===== src/inc/aacsr_pkg.sv =====
// constants for the audio amplifier control and status register bank
`default_nettype none
package aacsr_pkg;
	// register indices; byte address is four times the index
	localparam logic [2:0] IDX_CLK  = 3'h0; // detected clock status
	localparam logic [2:0] IDX_ID   = 3'h1; // identification
	localparam logic [2:0] IDX_ERR  = 3'h2; // sticky error flags
	localparam logic [2:0] IDX_SC1  = 3'h3; // system control one
	localparam logic [2:0] IDX_SFMT = 3'h4; // serial format select
	localparam logic [2:0] IDX_SC2  = 3'h5; // system control two
	localparam logic [2:0] IDX_MUTE = 3'h6; // channel soft mute
	localparam logic [2:0] IDX_LAST = 3'h6; // highest mapped index

	// reset values
	localparam logic [7:0] RST_CLK  = 8'h6C; // 44.1/48 kHz, 256x
	localparam logic [7:0] RST_ERR  = 8'h00;
	localparam logic [7:0] RST_SC1  = 8'hA0; // dc block on, hard unmute
	localparam logic [7:0] RST_SFMT = 8'h05; // 24-bit i2s
	localparam logic [7:0] RST_SC2  = 8'h40; // all channels shut down
	localparam logic [7:0] RST_MUTE = 8'h00;

	// writable bit masks, reserved bits read zero
	localparam logic [7:0] MSK_ERR  = 8'hFB;
	localparam logic [7:0] MSK_SC1  = 8'hA3;
	localparam logic [7:0] MSK_SFMT = 8'h0F;
	localparam logic [7:0] MSK_SC2  = 8'h40;
	localparam logic [7:0] MSK_MUTE = 8'h03;

	// field positions
	localparam int ERR_MCLK  = 7;
	localparam int ERR_PLL   = 6;
	localparam int ERR_SCLK  = 5;
	localparam int ERR_FRAME = 4;
	localparam int ERR_SLIP  = 3;
	localparam int ERR_FAULT = 1;
	localparam int ERR_OTW   = 0;
	localparam int SC1_DCB   = 7;
	localparam int SC1_HARD  = 5;
	localparam int SC2_SHDN  = 6;
	localparam int ST_RATE_LSB  = 5;
	localparam int ST_RATIO_LSB = 2;

	// sample rate codes
	localparam logic [2:0] SR_32K = 3'b000;
	localparam logic [2:0] SR_48K = 3'b011;
	localparam logic [2:0] SR_16K = 3'b100;
	localparam logic [2:0] SR_24K = 3'b101;
	localparam logic [2:0] SR_8K  = 3'b110;
	localparam logic [2:0] SR_12K = 3'b111;

	// master clock ratio codes
	localparam logic [2:0] MR_64  = 3'b000;
	localparam logic [2:0] MR_128 = 3'b001;
	localparam logic [2:0] MR_192 = 3'b010;
	localparam logic [2:0] MR_256 = 3'b011;
	localparam logic [2:0] MR_384 = 3'b100;
	localparam logic [2:0] MR_512 = 3'b101;

	// sample rate decision boundaries in hz
	localparam int FSB_8_12  = 9500;
	localparam int FSB_12_16 = 13800;
	localparam int FSB_16_24 = 19000;
	localparam int FSB_24_32 = 28000;
	localparam int FSB_32_48 = 38000;

	// master clocks per frame decision boundaries
	localparam logic [15:0] MRB_64_128  = 16'h0060;
	localparam logic [15:0] MRB_128_192 = 16'h00A0;
	localparam logic [15:0] MRB_192_256 = 16'h00E0;
	localparam logic [15:0] MRB_256_384 = 16'h0140;
	localparam logic [15:0] MRB_384_512 = 16'h01C0;

	// tolerated count jitter from sampling
	localparam logic [15:0] TOL_FRAME = 16'h0002;
	localparam logic [15:0] TOL_CLK   = 16'h0001;
	localparam logic [15:0] TOL_SLIP  = 16'h0004;

	// apb answer phase
	typedef enum logic [0:0] {
		AP_IDLE = 1'b0, // waiting for an access phase
		AP_DONE = 1'b1  // pready shown this cycle
	} aacsr_apb_t;
endpackage
`default_nettype wire


===== src/design/aacsr_top.sv =====
// control and status register bank with clock monitor, apb slave
//
// Implementation choice: the APB interface to the registers.
`timescale 1ns/1ps
`default_nettype none
module aacsr_top #(
	parameter int              PCLK_HZ = 100000000, // system clock rate
	parameter int              ADDR_W  = 8,         // apb address width
	parameter logic [6:0]      ID_CODE = 7'h15      // arbitrary value
) (
	input  wire logic              pclk,          // system clock
	input  wire logic              presetn,       // async reset, low active
	input  wire logic              psel,          // apb select
	input  wire logic              penable,       // apb enable
	input  wire logic              pwrite,        // apb direction
	input  wire logic [ADDR_W-1:0] paddr,         // apb byte address
	input  wire logic [31:0]       pwdata,        // apb write data
	output logic                   pready,        // apb ready
	output logic [31:0]            prdata,        // apb read data
	output logic                   pslverr,       // apb error
	input  wire logic              mclk_in,       // sampled master clock
	input  wire logic              sclk_in,       // sampled bit clock
	input  wire logic              lrclk_in,      // sampled frame clock
	input  wire logic              pll_fail,      // pll autolock failure
	input  wire logic              power_fault,   // current/temp/voltage fault
	input  wire logic              overtemp_warn, // overtemperature warning
	output logic                   dc_block_en,   // dc blocking filter enable
	output logic                   hard_unmute,   // single step unmute
	output logic [1:0]             deemph_sel,    // de-emphasis select
	output logic [3:0]             serial_format, // input format code
	output logic                   all_shutdown,  // all channel hard mute
	output aacsr_pkg::aacsr_apb_t  apb_phase,     // apb answer phase
	output logic [1:0]             soft_mute      // per channel soft mute
);
	import aacsr_pkg::*;

	// frame period thresholds in pclk cycles
	localparam logic [15:0] TH_8_12  = 16'(PCLK_HZ / FSB_8_12);
	localparam logic [15:0] TH_12_16 = 16'(PCLK_HZ / FSB_12_16);
	localparam logic [15:0] TH_16_24 = 16'(PCLK_HZ / FSB_16_24);
	localparam logic [15:0] TH_24_32 = 16'(PCLK_HZ / FSB_24_32);
	localparam logic [15:0] TH_32_48 = 16'(PCLK_HZ / FSB_32_48);

	// whole block state
	typedef struct packed {
		aacsr_apb_t  apb;       // apb phase
		logic        pready;    // ready flop
		logic [31:0] prdata;    // read data flop
		logic        pslverr;   // error flop
		logic [7:0]  clk_stat;  // detected rate and ratio
		logic [7:0]  err;       // sticky error flags
		logic [7:0]  sc1;       // system control one
		logic [7:0]  sfmt;      // serial format
		logic [7:0]  sc2;       // system control two
		logic [7:0]  mute;      // soft mute
		logic        mclk_d;    // previous mclk sample
		logic        sclk_d;    // previous sclk sample
		logic        lr_d;      // previous frame clock sample
		logic [1:0]  meas;      // frames seen, saturating at two
		logic [15:0] frm_cnt;   // pclk cycles in current frame
		logic [15:0] frm_prev;  // last frame period
		logic [9:0]  mclk_cnt;  // mclk edges in current frame
		logic [9:0]  mclk_prev; // last mclk count
		logic [8:0]  sclk_cnt;  // sclk edges in current frame
		logic [8:0]  sclk_prev; // last sclk count
		logic [15:0] int_cnt;   // internal frame sync phase
	} aacsr_state_t;

	aacsr_state_t st_r;   // registered state
	aacsr_state_t st_nxt; // next state

	// distance between two counts
	function automatic logic [15:0] absdiff(input logic [15:0] a, input logic [15:0] b);
		absdiff = (a > b) ? (a - b) : (b - a);
	endfunction

	// word-aligned index hit
	function automatic logic idx_hit(input logic [ADDR_W-1:0] addr, input logic [2:0] idx);
		idx_hit = (addr[1:0] == 2'b00) && (addr[ADDR_W-1:2] == (ADDR_W-2)'(idx));
	endfunction

	// sample rate code from frame period
	function automatic logic [2:0] rate_code(input logic [15:0] per);
		if (per > TH_8_12) begin
			rate_code = SR_8K;
		end else if (per > TH_12_16) begin
			rate_code = SR_12K;
		end else if (per > TH_16_24) begin
			rate_code = SR_16K;
		end else if (per > TH_24_32) begin
			rate_code = SR_24K;
		end else if (per > TH_32_48) begin
			rate_code = SR_32K;
		end else begin
			rate_code = SR_48K;
		end
	endfunction

	// ratio code from master clocks per frame
	function automatic logic [2:0] ratio_code(input logic [15:0] n);
		if (n < MRB_64_128) begin
			ratio_code = MR_64;
		end else if (n < MRB_128_192) begin
			ratio_code = MR_128;
		end else if (n < MRB_192_256) begin
			ratio_code = MR_192;
		end else if (n < MRB_256_384) begin
			ratio_code = MR_256;
		end else if (n < MRB_384_512) begin
			ratio_code = MR_384;
		end else begin
			ratio_code = MR_512;
		end
	endfunction

	// edge and event terms
	logic        mclk_rise;  // master clock rising edge
	logic        sclk_rise;  // bit clock rising edge
	logic        lr_rise;    // frame clock rising edge
	logic        cmp_ok;     // a full previous frame exists
	logic        mclk_chg;   // mclk per frame changed
	logic        sclk_chg;   // sclk per frame changed
	logic        frm_chg;    // frame period changed
	logic        slip;       // frame phase drifted
	logic        mapped;     // address hits a register
	logic        acc_take;   // access phase taken this cycle
	logic        wr_fire;    // write completes this edge
	logic [7:0]  set_vec;    // hardware error sets
	logic [7:0]  rd_byte;    // read multiplexer
	logic [15:0] near_end;   // frame period less slip margin

	// edges and change detection
	always_comb begin
		mclk_rise = mclk_in & ~st_r.mclk_d;
		sclk_rise = sclk_in & ~st_r.sclk_d;
		lr_rise   = lrclk_in & ~st_r.lr_d;
		cmp_ok    = lr_rise && (st_r.meas == 2'd2);
		near_end  = st_r.frm_prev - TOL_SLIP;
		mclk_chg  = cmp_ok && (absdiff({6'h00, st_r.mclk_cnt}, {6'h00, st_r.mclk_prev}) > TOL_CLK);
		sclk_chg  = cmp_ok && (absdiff({7'h00, st_r.sclk_cnt}, {7'h00, st_r.sclk_prev}) > TOL_CLK);
		frm_chg   = cmp_ok && (absdiff(st_r.frm_cnt, st_r.frm_prev) > TOL_FRAME);
		// internal sync should sit near its wrap at each incoming frame edge
		slip      = cmp_ok && (st_r.int_cnt > TOL_SLIP) && (st_r.int_cnt < near_end);
		set_vec   = 8'h00;
		set_vec[ERR_MCLK]  = mclk_chg;
		set_vec[ERR_SCLK]  = sclk_chg;
		set_vec[ERR_FRAME] = frm_chg;
		set_vec[ERR_SLIP]  = slip;
		set_vec[ERR_PLL]   = pll_fail;
		set_vec[ERR_FAULT] = power_fault;
		set_vec[ERR_OTW]   = overtemp_warn;
	end

	// apb decode and read multiplexer
	always_comb begin
		mapped   = (paddr[1:0] == 2'b00) && (paddr[ADDR_W-1:2] <= (ADDR_W-2)'(IDX_LAST));
		acc_take = psel && penable && (st_r.apb == AP_IDLE);
		wr_fire  = psel && penable && pwrite && (st_r.apb == AP_DONE);
		rd_byte  = 8'h00;
		if (idx_hit(paddr, IDX_CLK)) begin
			rd_byte = st_r.clk_stat;
		end else if (idx_hit(paddr, IDX_ID)) begin
			rd_byte = {1'b0, ID_CODE};
		end else if (idx_hit(paddr, IDX_ERR)) begin
			rd_byte = st_r.err;
		end else if (idx_hit(paddr, IDX_SC1)) begin
			rd_byte = st_r.sc1;
		end else if (idx_hit(paddr, IDX_SFMT)) begin
			rd_byte = st_r.sfmt;
		end else if (idx_hit(paddr, IDX_SC2)) begin
			rd_byte = st_r.sc2;
		end else if (idx_hit(paddr, IDX_MUTE)) begin
			rd_byte = st_r.mute;
		end
	end

	// next state
	always_comb begin
		st_nxt = st_r;
		st_nxt.mclk_d = mclk_in;
		st_nxt.sclk_d = sclk_in;
		st_nxt.lr_d   = lrclk_in;
		// apb answer one cycle after the access phase starts
		case (st_r.apb)
			AP_IDLE: begin
				st_nxt.pready = 1'b0;
				if (acc_take) begin
					st_nxt.apb     = AP_DONE;
					st_nxt.pready  = 1'b1;
					st_nxt.prdata  = pwrite ? 32'h0000_0000 : {24'h00_0000, rd_byte};
					st_nxt.pslverr = ~mapped;
				end
			end
			AP_DONE: begin
				st_nxt.apb     = AP_IDLE;
				st_nxt.pready  = 1'b0;
				st_nxt.pslverr = 1'b0;
			end
			default: begin
				st_nxt.apb    = AP_IDLE;
				st_nxt.pready = 1'b0;
			end
		endcase
		// register writes; status and id have no write path
		if (wr_fire) begin
			if (idx_hit(paddr, IDX_SC1)) begin
				st_nxt.sc1 = pwdata[7:0] & MSK_SC1;
			end
			if (idx_hit(paddr, IDX_SFMT)) begin
				st_nxt.sfmt = pwdata[7:0] & MSK_SFMT;
			end
			if (idx_hit(paddr, IDX_SC2)) begin
				st_nxt.sc2 = pwdata[7:0] & MSK_SC2;
			end
			if (idx_hit(paddr, IDX_MUTE)) begin
				st_nxt.mute = pwdata[7:0] & MSK_MUTE;
			end
		end
		// error flags: zero written clears, hardware set wins
		if (wr_fire && idx_hit(paddr, IDX_ERR)) begin
			st_nxt.err = (st_r.err & pwdata[7:0] & MSK_ERR) | set_vec;
		end else begin
			st_nxt.err = st_r.err | set_vec;
		end
		// per-frame counting of pclk, mclk and sclk
		if (lr_rise) begin
			st_nxt.frm_cnt  = 16'h0001;
			st_nxt.mclk_cnt = mclk_rise ? 10'h001 : 10'h000;
			st_nxt.sclk_cnt = sclk_rise ? 9'h001 : 9'h000;
			if (st_r.meas != 2'd0) begin
				// previous frame was complete, capture and classify it
				st_nxt.frm_prev  = st_r.frm_cnt;
				st_nxt.mclk_prev = st_r.mclk_cnt;
				st_nxt.sclk_prev = st_r.sclk_cnt;
				st_nxt.meas      = 2'd2;
				st_nxt.clk_stat  = {rate_code(st_r.frm_cnt), ratio_code({6'h00, st_r.mclk_cnt}), 2'b00};
			end else begin
				st_nxt.meas = 2'd1;
			end
			st_nxt.int_cnt = 16'h0000; // realign internal sync
		end else begin
			if (st_r.frm_cnt != 16'hFFFF) begin
				st_nxt.frm_cnt = st_r.frm_cnt + 16'h0001;
			end
			if (mclk_rise && (st_r.mclk_cnt != 10'h3FF)) begin
				st_nxt.mclk_cnt = st_r.mclk_cnt + 10'h001;
			end
			if (sclk_rise && (st_r.sclk_cnt != 9'h1FF)) begin
				st_nxt.sclk_cnt = st_r.sclk_cnt + 9'h001;
			end
			// internal frame sync free-runs at the last period
			if ((st_r.int_cnt + 16'h0001) >= st_r.frm_prev) begin
				st_nxt.int_cnt = 16'h0000;
			end else begin
				st_nxt.int_cnt = st_r.int_cnt + 16'h0001;
			end
		end
	end

	// state register
	always_ff @(posedge pclk or negedge presetn) begin
		if (!presetn) begin
			st_r           <= '0;
			st_r.apb       <= AP_IDLE;
			st_r.clk_stat  <= RST_CLK;
			st_r.err       <= RST_ERR;
			st_r.sc1       <= RST_SC1;
			st_r.sfmt      <= RST_SFMT;
			st_r.sc2       <= RST_SC2;
			st_r.mute      <= RST_MUTE;
		end else begin
			st_r <= st_nxt;
		end
	end

	// outputs straight from the state flops
	assign pready        = st_r.pready;
	assign prdata        = st_r.prdata;
	assign pslverr       = st_r.pslverr;
	assign apb_phase     = st_r.apb;
	assign dc_block_en   = st_r.sc1[SC1_DCB];
	assign hard_unmute   = st_r.sc1[SC1_HARD];
	assign deemph_sel    = st_r.sc1[1:0];
	assign serial_format = st_r.sfmt[3:0];
	assign all_shutdown  = st_r.sc2[SC2_SHDN];
	assign soft_mute     = st_r.mute[1:0];
endmodule
`default_nettype wire


===== config.mk =====
export PLATFORM = sky130hd
export DESIGN_NAME = aacsr_top
export DESIGN_NICKNAME = d
export VERILOG_FILES = /design/src/inc/aacsr_pkg.sv /design/src/design/aacsr_top.sv
export SDC_FILE = /design/constraint.sdc
export NUM_CORES = 1
export LEC_CHECK = 0
export BUFFER_PORTS_ARGS = -buffer_cell sky130_fd_sc_hd__buf_2
export CAP_MARGIN = 20
export CORE_MARGIN = 4
export CORE_UTILIZATION = 40
export DETAILED_ROUTE_END_ITERATION = 12
export PLACE_DENSITY_LB_ADDON = 0.05
export SLEW_MARGIN = 0
export SYNTH_ARGS = -nofsm -noshare
export SYNTH_HDL_FRONTEND = slang
export SYNTH_SLANG_ARGS = --single-unit
export TNS_END_PERCENT = 50

===== constraint.sdc =====
create_clock -name pclk -period 3.95 [get_ports pclk]
set_input_delay 0.79 -clock pclk [delete_from_list [all_inputs] [get_ports pclk]]
set_output_delay 0.79 -clock pclk [all_outputs]
set_load 0.02 [all_outputs]

After elaboration in Yosys (flattened, before gate mapping) --
Cells that the tools add are included. W data, S select, Z words.
Cells by class: mux-type cells 36, $add $sub $neg 11, order comparisons 20, reductions and logical operators 33, bitwise operators 11, equal/unequal tests 11
Operators by type and width (count):
- $mux W16 | 7
- $mux W8 | 6
- $mux W35 | 1
- $add A16 B1 Y16 const B | 2
- $gt A16 B1 Y1 const B | 2
- $gt A16 B12 Y1 const B | 2
- $gt A16 B13 Y1 const B | 2
- $sub A16 B16 Y16 | 2
- $mux W3 | 8
- $sub A10 B10 Y11 | 2
- $logic_and A1 B1 Y1 | 21
- $lt A10 B8 Y1 const B | 2
- $lt A10 B9 Y1 const B | 2
- $mux W10 | 2
- $sub A9 B9 Y10 | 2
- $eq A6 B3 Y1 const B | 3
- $mux W9 | 2
- $ge A16 B16 Y1 | 1
- $gt A16 B14 Y1 const B | 1
- $gt A16 B16 Y1 | 1
- $gt A16 B2 Y1 const B | 1
- $gt A16 B3 Y1 const B | 1
- $lt A16 B16 Y1 | 1
- $ne A16 B16 Y1 const B | 1
- 26 further kinds | 47
Word-level totals: bits in registers 151, input port bits 51, output and inout bits 46, word-level logic and storage cells 143

Longest topological paths before layout --
depth in word-level cells 12, depth in mapped cells 16, gate-level depth less buffers 15

Worst setup path after synthesis --
No wires, ideal clock.
path kind register to register, start reg st_r[70] (netlist name), end reg st_r[127] (netlist name), required time 3.821 ns, cell stages (with the launch flop) 14, buffers on the path 1, arrival 2.935 ns, slack 0.886 ns, path through dfrtp_1 -> clkbuf_1 -> inv_1 -> ha_1 -> inv_1 -> fa_1 -> nand3_1 -> a21oi_1 -> o31ai_1 -> a21oi_2 -> or4_1 -> a21oi_1 -> nor3_1 -> o41a_1
RTL lines:
- start, declared | line aacsr_top.sv:69 | aacsr_state_t st_r;
- start signal, assigned | line aacsr_top.sv:272 | st_r <= st_nxt;

==> out/results.md <==
| Item | Value | Unit |
|:---|:---|:---|
| Run status | finished, final reports clean | - |
| Setup crit end kind | flop | - |
| Standby leakage power | 0.00527 | uW |
| Post-route clock skew | 10.5 | ps |
| Post-detail-place hpwl | 21200 | um |
| Number of nets at the end of the flow | 1441 | - |
| Comb power frac | 51.0 | % |
| Post-route cell area | 11500 | um^2 |
| Leading post-synthesis cells by cell area | dfrtp_1 28%, ha_1 13%, xnor2_1 4.9% | - |
| Maximum fanout along the worst path | 9 | - |
| Final setup margin | 512 | ps |
| Actual transition at the worst max-transition pin | 756 | ps |
| Final Critical Period | 3440 | ps |
| # resized after CTS | 0 | - |
| Number of sinks driven by the clock tree | 125 | - |
| Max Clk Rate | 291 | MHz |
| Syn Std Cell Area | 10500 | um^2 |
| Internal power component | 3870 | uW |
| Placed Cells | 1591 | - |
| Number of flops mapped to enable cells by yosys | 0 | - |
| DRT Pass-1 Iters | 5 | - |
| CP Class | flop to flop | - |
| Number of buffers inserted by post-CTS setup repair | 0 | - |
| Number of global-route vias before repair | 8587 | - |
| Num CTS Buffers | 17 | - |
| Hold Fails Final Rpt | 0 | - |
| Layout overhead on the synthesized area | 9.94 | % |
| Share of the synthesized area in the top cell type | 27.6 | % |
| Port Buffers | 48 | - |
| Die height | 170 | um |
| Critical path arrival | 3740 | ps |
| RSZ-0062 raised after global routing | false | - |
| CTS tree | built | - |
| Area after detailed placement | 10900 | um^2 |
| First-pass GRT wire length | 45900 | um |
| Clock latency of the later-clocked register in the worst-skew pair | 420 | ps |
| Drt initial violations | 721 | - |
| Vias per Instance | 5.37 | - |
| Slew Viols, Final | 0 | - |
| Clock Path Buffers | 2 | - |
| Distinct cell type count after synthesis | 76 | - |
| Most area-hungry cell type in the Yosys netlist | dfrtp_1 | - |
| Final Cycle Share | 87.0 | % |
| Maxcap violations | 0 | - |
| Effective utilization at floorplan | 40.5 | % |
| Die X-Extent | 170 | um |
| Synth cell count leaders | 116 x dfrtp_1, 109 x ha_1, 104 x inv_1, 99 x nand2_1, 90 x o21ai_0 | - |
| Cells after synthesis | 1251 | - |
| Clk pwr share | 25.5 | % |
| Gr usage total | 19.5 | % |
| Setup slack after placement | 550 | ps |
| Inserted Diodes | 0 | - |
| Per-instance average area after synthesis | 8.39 | um^2 |
| Largest net degree at the start of global routing | 76 | - |
| H-tree depth | 4 | - |
| Clock tree root driver cell | clkbuf_16 | - |
| CP required | 4250 | ps |
| Final setup viols | 0 | - |
| Floorplan core area | 25900 | um^2 |
| Switching part of the total power | 40.6 | % |
| Post-route DRC | 0 | - |
| Overall via count from detail_route | 8719 | - |
| Clock-pin slew of the registers on the worst-case setup and hold paths | 70 | ps |
| Die Footprint | 28900 | um^2 |
| Number of top-level design ports | 97 | - |
| IR drop worst, VDD | 0.340 | mV |
| Wire length per cell after detailed routing | 16.9 | um |
| Gr ovfl total | 0 | - |
| Number of antenna violations at the first check in global routing | 0 | - |
| Hold Path Class | input pin to asynchronous set/reset pin | - |
| Register bit count reported by yosys | 125 | - |
| Fin cells | 1623 | - |
| Post-Route Hold Slack | 374 | ps |
| Share of the yosys chip area belonging to registers | 29.9 | % |
| Sequential share of power | 23.5 | % |
| Antenna violation net count after detailed routing | 0 | - |
| Fraction of layout cells with a size suffix above 1 | 11.1 | % |
| Row cnt | 59 | - |
| Dominant synthesized flop cell | dfrtp_1 | - |
| Startpoint type of the worst setup path | flop | - |
| Post-CTS Hold Buffers | 0 | - |
| Cell with the most instances after synthesis | dfrtp_1 | - |
| Total length of routed wires | 27400 | um |
| Worst relative slew slack | 49.6 | % |
| Aggregate negative setup slack | 0 | ps |
| Net load switching power | 2640 | uW |
| Areal power density over the cells | 564 | nW/um^2 |
| Filler instances | 2547 | - |
| RePlAce Congestion | 0.836 | - |
| Warnings, synthesis | 0 | - |
| Async set or reset register ratio after synthesis | 100 | % |
worst paths after layout:
kind	startpoint	to	slack, ps	cells after the start
max	st_r[70]	st_r[127]	510	12
min	presetn	prdata[2]	370	1
max reg2reg	st_r[70]	st_r[127]	510	12
min reg2reg	prdata[0]	prdata[0]	470	2
max in group asynchronous	presetn	st_r[134]	2730	2
min in group pclk	prdata[0]	prdata[0]	470	2
cell type report:
| class | instances | area [um^2] | share of cell area, % |
|---|---|---|---|
| clock buffers | 18 | 429 | 3.72 |
| clock inverters | 14 | 180 | 1.56 |
| multi-input cells | 954 | 6550 | 56.7 |
| inverters | 104 | 390 | 3.38 |
| well taps | 335 | 419 | 3.63 |
| flip-flops and latches | 125 | 3140 | 27.2 |
| repair buffers | 73 | 434 | 3.76 |
state kept, by name (all words and copies together) (netlist names):
register	cells
st_r	104
prdata	8
serial_format	4
deemph_sel	2
soft_mute	2
all_shutdown	1
apb_phase	1
dc_block_en	1
hard_unmute	1
pslverr	1
per-layer routing:
| layer | vias to the layer above | wire [um] | track usage (%) |
|---|---|---|---|
| met5 | - | 0 | 0 |
| met1 | 4107 | 14200 | 29.5 |
| li1 | 4413 | - | - |
| met4 | 0 | 321 | 4.41 |
| met3 | 26 | 975 | 2.51 |
| met2 | 173 | 11900 | 29.6 |
power by group through the flow:
stage / combinational [uW] / clock (uW) / sequential (uW)
5_1_grt: 3750 / 1750 / 1550
2_1_floorplan: 2600 / 0 / 1520
3_5_place_dp: 3290 / 0 / 1550
6_report: 3320 / 1660 / 1530
4_1_cts: 3320 / 1700 / 1530
3_3_place_gp: 3290 / 0 / 1550
logic make-up after synthesis:
family	count (synthesis)	synth area share [%]
muxes	24	2.48
DFF	125	29.9
other	1	0.0357
adders and majority gates	115	14.1
and+or+nand+nor	377	17.8
buffers and inverters	195	8.68
xor gates and xnor gates	77	6.42
AOI/OAI and AO/OA	337	20.6
through the flow:
step,utilization [%],power [uW]
detailed placement,42.2,4840
CTS,44.5,6550
global placement,42.2,4840
global route,44.5,7060
finish,44.5,6510
floorplan,-,4110
worst max-delay path, stage by stage (launching register included):
cell	delay, ps
dfrtp_1	480
inv_1	160
ha_1	170
inv_1	50
fa_1	410
nand3_1	140
a21oi_1	130
o31ai_1	290
a21oi_2	220
or4_1	600
a21oi_1	160
nor3_1	70
o41a_1	410
cells in the final DEF (no fill, tap or decap), types with 39 or more instances in the layout:
master and count:
inv_1 104, buf_2 47, dfrtp_1 116, nand2_1 99, ha_1 109, nor2_1 87, o21ai_0 90, a21oi_1 76
nand3_1 39, xnor2_1 59
(Power assumes the default switching activity.)
